`config.mk`:
```
export PLATFORM = sky130hd
export DESIGN_NAME = uart_host_port_flow_ctrl
export DESIGN_NICKNAME = d
export VERILOG_FILES = /design/src/hdl/uart_host_port_flow_ctrl.v
export VERILOG_INCLUDE_DIRS = /design/src /design/src/hdl
export SDC_FILE = /design/constraint.sdc
export NUM_CORES = 1
export LEC_CHECK = 0
export BUFFER_PORTS_ARGS = -buffer_cell sky130_fd_sc_hd__buf_2
export CAP_MARGIN = 25
export CORE_MARGIN = 1.5
export CORE_UTILIZATION = 35
export CTS_CLUSTER_DIAMETER = 30
export DETAILED_ROUTE_END_ITERATION = 12
export PLACE_DENSITY_LB_ADDON = 0.05
export SYNTH_ARGS = -nofsm -noshare
export SYNTH_HDL_FRONTEND = slang
export SYNTH_SLANG_ARGS = --single-unit
```
`constraint.sdc`:
```
create_clock -name clk -period 4.9 [get_ports clk]
set_clock_uncertainty 0.2 [all_clocks]
set_input_delay 0.245 -clock clk [delete_from_list [all_inputs] [get_ports clk]]
set_output_delay 0.245 -clock clk [all_outputs]
set_load 0.03 [all_outputs]
```
`src/hdl/uart_host_port_regs.vh`:
```
// Purpose: Constants for the host serial port with flow control
// Assumes: 125 MHz clk, 8N1 framing by default
// Notes:   Counts are in clk cycles unless named otherwise
`ifndef UART_HOST_PORT_REGS_VH
`define UART_HOST_PORT_REGS_VH
`define CLK_HZ            125000000
`define BAUD_DEFAULT      115200
`define BIT_CYCLES        (`CLK_HZ / `BAUD_DEFAULT)
`define CTS_HYSTERESIS    16
`define FLOW_THR_DEFAULT  8'h40
`define FIFO_DEPTH        8
`define RX_FIFO_DEPTH     256
`define TX_FIFO_DEPTH     256
`define MAX_PAYLOAD       64
`define PARITY_NONE       2'h0
`define PARITY_EVEN       2'h1
`define PARITY_ODD        2'h2
`endif

```
`src/hdl/uart_host_port_flow_ctrl.v`:
```
// Purpose: Host-facing UART with rx/tx buffers, CTS/RTS flow control, packetizer triggers
// Assumes: One clock, sync active-high reset, host line synchronised inside
// Notes:   Radio side sees byte streams plus packet and drop pulses
// Functional notes
// - Frame: low start, eight data bits LSB first, high stop.
// - Both ends share baud and parity; device times bits and checks parity.
// - Every received character enters the receive buffer until radio consumes it; bytes with a low stop bit or arriving at a full buffer are discarded.
// - No draining toward radio while radio data keeps arriving.
// - Radio payload goes to transmit buffer then out on serial output.
// - Radio packet not fitting transmit buffer free space is dropped whole.
// - RTS and CTS throttling each have their own enable.
// - CTS goes high once receive occupancy reaches flow_threshold.
// - CTS returns low only below flow_threshold minus 16, or when CTS throttling is disabled.
// - With RTS enabled, no transmit byte starts while RTS is high.
// - Transparent mode queues all serial bytes, forwards radio payload unchanged.
// - Packetize after serial input silent for packetization_timeout.
// - Timeout zero packetizes as soon as a character arrives.
// - Command sequence packetizes everything buffered before it first.
// - Packetize when buffered count reaches the maximum payload.
`include "uart_host_port_regs.vh"

module byte_fifo #(
    parameter WIDTH = 8,
    parameter DEPTH = `FIFO_DEPTH,
    parameter AW    = 3
) (
    input  wire             clk,
    input  wire             sys_rst,
    // Fill side
    input  wire [WIDTH-1:0] in_data,
    input  wire             in_valid,
    output wire             in_ready,
    // Drain side
    output wire [WIDTH-1:0] out_data,
    output wire             out_valid,
    input  wire             out_ready,
    // Occupancy
    output wire [AW:0]      count
);
    reg [WIDTH-1:0] mem [0:DEPTH-1];
    reg [AW-1:0]    wp_r;
    reg [AW-1:0]    rp_r;
    reg [AW:0]      cnt_r;
    wire            push = in_valid && in_ready;
    wire            pop  = out_valid && out_ready;
    assign in_ready  = (cnt_r != DEPTH[AW:0]);
    assign out_valid = (cnt_r != {(AW+1){1'b0}});
    assign out_data  = mem[rp_r];
    assign count     = cnt_r;
    always @(posedge clk) begin
        if (push)
            mem[wp_r] <= in_data;
    end
    always @(posedge clk) begin
        if (sys_rst) begin
            wp_r  <= {AW{1'b0}};
            rp_r  <= {AW{1'b0}};
            cnt_r <= {(AW+1){1'b0}};
        end else begin
            if (push)
                wp_r <= (wp_r == DEPTH[AW-1:0] - 1'b1) ? {AW{1'b0}} : wp_r + 1'b1;
            if (pop)
                rp_r <= (rp_r == DEPTH[AW-1:0] - 1'b1) ? {AW{1'b0}} : rp_r + 1'b1;
            if (push && !pop)
                cnt_r <= cnt_r + 1'b1;
            else if (pop && !push)
                cnt_r <= cnt_r - 1'b1;
        end
    end
endmodule

module uart_host_port_flow_ctrl #(
    parameter BIT_CYCLES  = `BIT_CYCLES,
    parameter DEPTH       = `FIFO_DEPTH,
    parameter AW          = 3,
    parameter MAX_PAYLOAD = `MAX_PAYLOAD
) (
    input  wire         clk,
    input  wire         sys_rst,
    // Host pins
    input  wire         serial_in,
    output reg          serial_out,
    input  wire         rts_n,
    output reg          cts_n,
    // Configuration
    input  wire         rts_enable_cmd,
    input  wire         cts_enable_cmd,
    input  wire [1:0]   parity_mode,
    input  wire [AW:0]  flow_threshold,
    input  wire [15:0]  packetization_timeout,
    input  wire         transparent_mode,
    input  wire         command_seq_seen,
    // Radio side, serial-to-radio stream
    output wire [7:0]   radio_tx_data,
    output wire         radio_tx_valid,
    input  wire         radio_tx_ready,
    input  wire         radio_rx_busy,
    output reg          packetize,
    // Radio side, radio-to-serial stream
    input  wire [7:0]   radio_rx_data,
    input  wire         radio_rx_valid,
    output wire         radio_rx_ready,
    input  wire         pkt_start,
    input  wire [AW:0]  pkt_len,
    output reg          pkt_dropped,
    // Status
    output reg          framing_error,
    output reg          parity_error,
    output reg          overflow,
    output wire [AW:0]  rx_level
);
    localparam [15:0] BITC = BIT_CYCLES[15:0];
    localparam [15:0] HALF = BITC / 16'h0002;
    localparam [1:0] S_IDLE = 2'h0, S_DATA = 2'h1, S_PAR = 2'h2, S_STOP = 2'h3;

    // Two-flop synchronisers for pins
    reg  [1:0] rxd_sync_r;
    reg  [1:0] rts_sync_r;
    always @(posedge clk) begin
        if (sys_rst) begin
            rxd_sync_r <= 2'h3;
            rts_sync_r <= 2'h3;
        end else begin
            rxd_sync_r <= {rxd_sync_r[0], serial_in};
            rts_sync_r <= {rts_sync_r[0], rts_n};
        end
    end
    wire rxd = rxd_sync_r[1];
    wire rts_high = rts_sync_r[1];

    // Receiver
    reg [1:0]  rs_r;
    reg [15:0] rc_r;
    reg [2:0]  rb_r;
    reg [7:0]  rsh_r;
    reg        rpar_r;
    reg        rx_push;
    reg [7:0]  rx_byte;
    wire       rx_in_ready;
    wire       par_on = (parity_mode != `PARITY_NONE);
    wire       par_exp = ^rsh_r ^ (parity_mode == `PARITY_ODD);
    always @(posedge clk) begin
        if (sys_rst) begin
            rs_r <= S_IDLE;
            rc_r <= 16'h0000;
            rb_r <= 3'h0;
            rsh_r <= 8'h00;
            rpar_r <= 1'b0;
            rx_push <= 1'b0;
            rx_byte <= 8'h00;
            framing_error <= 1'b0;
            parity_error <= 1'b0;
            overflow <= 1'b0;
        end else begin
            rx_push <= 1'b0;
            framing_error <= 1'b0;
            parity_error <= 1'b0;
            overflow <= 1'b0;
            case (rs_r)
                S_IDLE: begin
                    if (!rxd) begin
                        if (rc_r == HALF) begin
                            rs_r <= S_DATA;
                            rc_r <= 16'h0000;
                            rb_r <= 3'h0;
                        end else
                            rc_r <= rc_r + 16'h0001;
                    end else
                        rc_r <= 16'h0000;
                end
                S_DATA: begin
                    if (rc_r == BITC - 16'h0001) begin
                        rc_r <= 16'h0000;
                        rsh_r <= {rxd, rsh_r[7:1]};
                        rb_r <= rb_r + 3'h1;
                        if (rb_r == 3'h7)
                            rs_r <= par_on ? S_PAR : S_STOP;
                    end else
                        rc_r <= rc_r + 16'h0001;
                end
                S_PAR: begin
                    if (rc_r == BITC - 16'h0001) begin
                        rc_r <= 16'h0000;
                        rpar_r <= rxd;
                        rs_r <= S_STOP;
                    end else
                        rc_r <= rc_r + 16'h0001;
                end
                S_STOP: begin
                    if (rc_r == BITC - 16'h0001) begin
                        rc_r <= 16'h0000;
                        rs_r <= S_IDLE;
                        if (!rxd)
                            framing_error <= 1'b1;
                        else begin
                            if (par_on && rpar_r != par_exp)
                                parity_error <= 1'b1;
                            if (rx_in_ready) begin
                                rx_push <= 1'b1;
                                rx_byte <= rsh_r;
                            end else
                                overflow <= 1'b1;
                        end
                    end else
                        rc_r <= rc_r + 16'h0001;
                end
                default: rs_r <= S_IDLE;
            endcase
        end
    end

    // Receive buffer; held while radio reception is busy
    wire radio_tx_valid_i;
    wire rx_drain_ready = radio_tx_ready && !radio_rx_busy;
    byte_fifo #(.WIDTH(8), .DEPTH(DEPTH), .AW(AW)) rx_fifo (
        .clk       (clk),
        .sys_rst   (sys_rst),
        .in_data   (rx_byte),
        .in_valid  (rx_push),
        .in_ready  (rx_in_ready),
        .out_data  (radio_tx_data),
        .out_valid (radio_tx_valid_i),
        .out_ready (rx_drain_ready),
        .count     (rx_level)
    );
    assign radio_tx_valid = radio_tx_valid_i && !radio_rx_busy;

    // CTS with hysteresis; active low pin
    always @(posedge clk) begin
        if (sys_rst)
            cts_n <= 1'b0;
        else if (!cts_enable_cmd)
            cts_n <= 1'b0;
        else if (rx_level >= flow_threshold)
            cts_n <= 1'b1;
        else if ({1'b0, rx_level} + `CTS_HYSTERESIS < {1'b0, flow_threshold})
            cts_n <= 1'b0;
    end

    // Packetization triggers; silence measured in bit times
    reg [15:0] sil_c_r;
    reg [15:0] sil_b_r;
    reg        pend_r;
    always @(posedge clk) begin
        if (sys_rst) begin
            sil_c_r <= 16'h0000;
            sil_b_r <= 16'h0000;
            pend_r <= 1'b0;
            packetize <= 1'b0;
        end else begin
            packetize <= 1'b0;
            if (rx_push) begin
                sil_c_r <= 16'h0000;
                sil_b_r <= 16'h0000;
                pend_r <= 1'b1;
            end else if (sil_c_r == BITC - 16'h0001) begin
                sil_c_r <= 16'h0000;
                if (sil_b_r != 16'hFFFF)
                    sil_b_r <= sil_b_r + 16'h0001;
            end else
                sil_c_r <= sil_c_r + 16'h0001;
            if (transparent_mode) begin
                if (command_seq_seen && rx_level != {(AW+1){1'b0}}) begin
                    packetize <= 1'b1;
                    pend_r <= 1'b0;
                end else if (rx_push && packetization_timeout == 16'h0000) begin
                    packetize <= 1'b1;
                    pend_r <= 1'b0;
                end else if (pend_r && {{(31-AW){1'b0}}, rx_level} >= MAX_PAYLOAD) begin
                    packetize <= 1'b1;
                    pend_r <= 1'b0;
                end else if (pend_r && !rx_push && sil_b_r >= packetization_timeout) begin
                    packetize <= 1'b1;
                    pend_r <= 1'b0;
                end
            end
        end
    end

    // Transmit buffer with whole-packet admission
    wire [AW:0] tx_level;
    wire [7:0]  tx_data;
    wire        tx_valid;
    reg         tx_pop;
    reg         admit_r;
    always @(posedge clk) begin
        if (sys_rst) begin
            admit_r <= 1'b0;
            pkt_dropped <= 1'b0;
        end else begin
            pkt_dropped <= 1'b0;
            if (pkt_start) begin
                if ({1'b0, pkt_len} + {1'b0, tx_level} > DEPTH) begin
                    admit_r <= 1'b0;
                    pkt_dropped <= 1'b1;
                end else
                    admit_r <= 1'b1;
            end
        end
    end
    wire tx_in_ready;
    // Dropped bytes are swallowed so the radio never stalls on them
    assign radio_rx_ready = admit_r ? tx_in_ready : 1'b1;
    byte_fifo #(.WIDTH(8), .DEPTH(DEPTH), .AW(AW)) tx_fifo (
        .clk       (clk),
        .sys_rst   (sys_rst),
        .in_data   (radio_rx_data),
        .in_valid  (radio_rx_valid && admit_r),
        .in_ready  (tx_in_ready),
        .out_data  (tx_data),
        .out_valid (tx_valid),
        .out_ready (tx_pop),
        .count     (tx_level)
    );

    // Transmitter; frame: start, 8 data, optional parity, stop
    reg [3:0]  tb_r;
    reg [15:0] tc_r;
    reg [10:0] tsh_r;
    reg        tbusy_r;
    wire       can_start = tx_valid && !tbusy_r && !(rts_enable_cmd && rts_high);
    wire       tpar = ^tx_data ^ (parity_mode == `PARITY_ODD);
    always @* begin
        tx_pop = can_start;
    end
    always @(posedge clk) begin
        if (sys_rst) begin
            tbusy_r <= 1'b0;
            tb_r <= 4'h0;
            tc_r <= 16'h0000;
            tsh_r <= 11'h7FF;
            serial_out <= 1'b1;
        end else if (can_start) begin
            tbusy_r <= 1'b1;
            tc_r <= 16'h0000;
            serial_out <= 1'b0;
            tsh_r <= par_on ? {1'b1, tpar, tx_data, 1'b0} : {2'h3, tx_data, 1'b0};
            tb_r <= par_on ? 4'hA : 4'h9;
        end else if (tbusy_r) begin
            if (tc_r == BITC - 16'h0001) begin
                tc_r <= 16'h0000;
                if (tb_r == 4'h0) begin
                    tbusy_r <= 1'b0;
                    serial_out <= 1'b1;
                end else begin
                    tsh_r <= {1'b1, tsh_r[10:1]};
                    serial_out <= tsh_r[1];
                    tb_r <= tb_r - 4'h1;
                end
            end else
                tc_r <= tc_r + 16'h0001;
        end
    end
endmodule

```
==> results.toml <==
[power]
leakage_nw = 5.98
total_power_mw = 7.96
power_density_nw_per_um2 = 500
ir_drop_mv = 0.280

[detailed_routing]
first_pass_iters = 7
wl_um = 26400
drcViolationCount = 0
vias = 8226
drt_iter0_markers = 320
wire_per_inst_um = 15.3
viasPerCell = 4.75
ant_nets = 0

[yosys]
yosys.area.top_type = "edfxtp_1"
async_reset_ff_share_pct = 0
syn_area_sq_um = 12300
syn_area_per_cell_sq_um = 11.5
netlist_top_cells_area = "edfxtp_1, dfxtp_1, mux4_2, ha_1, xnor2_1"
synth_top_area_share_pct = 31.1
synth.distinct_cells = 59
synth-edff-count = 128
ys_seq_area_share_pct = 53.8
yosysWarnings = 0
synth_nets = 1181
ys.flop_type = "dfxtp_1"
syn_inst = 1078
synth_seq_cells = 268

[grt]
use_met1_pct = 18.4
grt_max_degree = 54
grt_use_total_pct = 15.0
globalRouteOverflowTotal = 0
grt_util_met2_pct = 24.9
top_usage_layer = "met2"
gr-usage-met3_pct = 3.90
grt_pass1_wl_um = 43000
antenna_found_initial = 0
grt_pass1_vias = 8372

[timing]
fin_tns_setup_ps = 0
rsz0062_at_grt = "false"
tightest_slew_ps = 966
fin_crit_sh_pct = 64.0
max_freq_ghz = 0.319
finalHoldViolCount = 0
setup_violations = 0
maxSlewViolCount = 0
relSlewSlack_pct = 35.4
timing.hold.ws_ps = 39.1
min_period_ps = 3130

[clocking]
clockBufferDepth = 3
cts_max_level = 3
cts_made_buffers = 71
clockRootBuffer = "clkbuf_16"
cts_tree = "built"
postCtsResizedCells = 0
clkLatencyLatePin_ps = 560
clk_pin_slew_ps = 40
cts_sinks = 268

[layout]
syn2layout_area_growth_pct = 28.9
fill_cells = 3100
final_cell_mix = "dfxtp_1, edfxtp_1, nor2_1"
drive_above_1_share_pct = 20.9
finalNonFillerCells = 1730
fin_nets = 1322
num_antenna_cells = 0
final_common_cell = "dfxtp_1"

[setup_path]
worstPathRequired_ps = 4450
endpoint_kind = "primary output"
critical_path_class = "reg -> out"
worstPathMaxFanout = 11
cp.arrival_ps = 2690
worstSetupStartpointType = "register"

[run]
max_cap_viol_count = 0

[place]
gp_congestion = 0.720
dp_cells = 1577
hpwl_um = 17800
io_buffers = 66

[die]
start_util_pct = 35.7
coreArea_sq_um = 34600
fp.dieH_um = 191
die_area_sq_um = 36400
die_w_um = 191
pin_count = 67
rows = 68

[min_path]
hold_path_class = "in -> reg"

[run_status]
status = "finished, final reports clean"
worst max-delay path, cell delays in order (launching register included):
cell and delay (ps):
dfxtp_1 820, buf_4 320, mux4_2 530, mux2_2 280, buf_2 180
flip-flops by register name (all words and copies together), names as in the netlist, 9 cells and up, named ones only:
signal	flops
rx_fifo.mem	64
tx_fifo.mem	64
rc_r	16
sil_b_r	16
sil_c_r	16
tc_r	16
tsh_r	9
stage by stage:
step / setup WS, ps / area, sq um / utilization, %
after floorplan: 1740 / 12300 / -
after global placement: 1830 / 13200 / 38.1
after detailed placement: 1790 / 13200 / 38.2
after CTS: 1690 / 15900 / 45.9
after global routing: 1520 / 15900 / 46.0
final: 1770 / 15900 / 46.0
routing by layer:
layer | wire length [um] | share of wire (%)
met4 | 809 | 3.1
met2 | 12700 | 48
met5 | 0 | 0
met1 | 11900 | 45
met3 | 928 | 3.5
power by group:
part	total, mW	internal (mW)	switching [mW]
clock network	4.68	3.37	1.31
logic	0.722	0.337	0.385
registers	2.56	2.44	0.120
Yosys cell counts (all sizes together), types with 14 or more instances:
master    n
nand3    25
edfxtp  128
xnor2    62
mux4     33
nor3     27
xor2     52
dfxtp   140
mux2i    22
inv      50
or2      14
clkbuf   18
o21ai    20
ha       54
nand4    19
a21oi    72
buf      16
nor2    129
nand2    80
layout make-up:
| class | count | area (sq um) | share of cell area, % |
|---|---|---|---|
| multi-input cells | 725 | 5380 | 33.8 |
| clock buffers | 100 | 2100 | 13.2 |
| inverters | 51 | 191 | 1.20 |
| well taps | 455 | 569 | 3.58 |
| repair buffers | 102 | 669 | 4.21 |
| clock inverters | 29 | 357 | 2.24 |
| flip-flops and latches | 268 | 6650 | 41.8 |
timing repair:
item / 4_1_cts / 5_1_grt
hold buffers: 23 / 0
setup buffers: 0 / 0
hold endpoints to repair: 93 / 0
worst paths after layout:
path                    startpoint          endpoint  slack (ps)  depth (start not counted)
setup reg to reg  tx_fifo.count[0]  tx_fifo.count[3]        1790                         12
hold reg to reg      rts_sync_r[0]     rts_sync_r[1]         200                          1
setup / recovery          register  radio_tx_data[5]        1770                          4
hold / removal      rts_enable_cmd        serial_out          40                          4
cells by family (layout without fill, tap and decap cells):
family	Yosys count	after routing	share of synthesized area [%]
DFF	268	268	53.8
buffers and inverters	85	282	2.85
and+or+nand+nor	365	365	14.7
muxes	63	63	8.53
AOI/OAI and AO/OA	126	126	6.02
xor gates and xnor gates	114	114	8.09
adders and majority gates	57	57	5.96
Note: power is estimated with default switching activity, not from simulation.
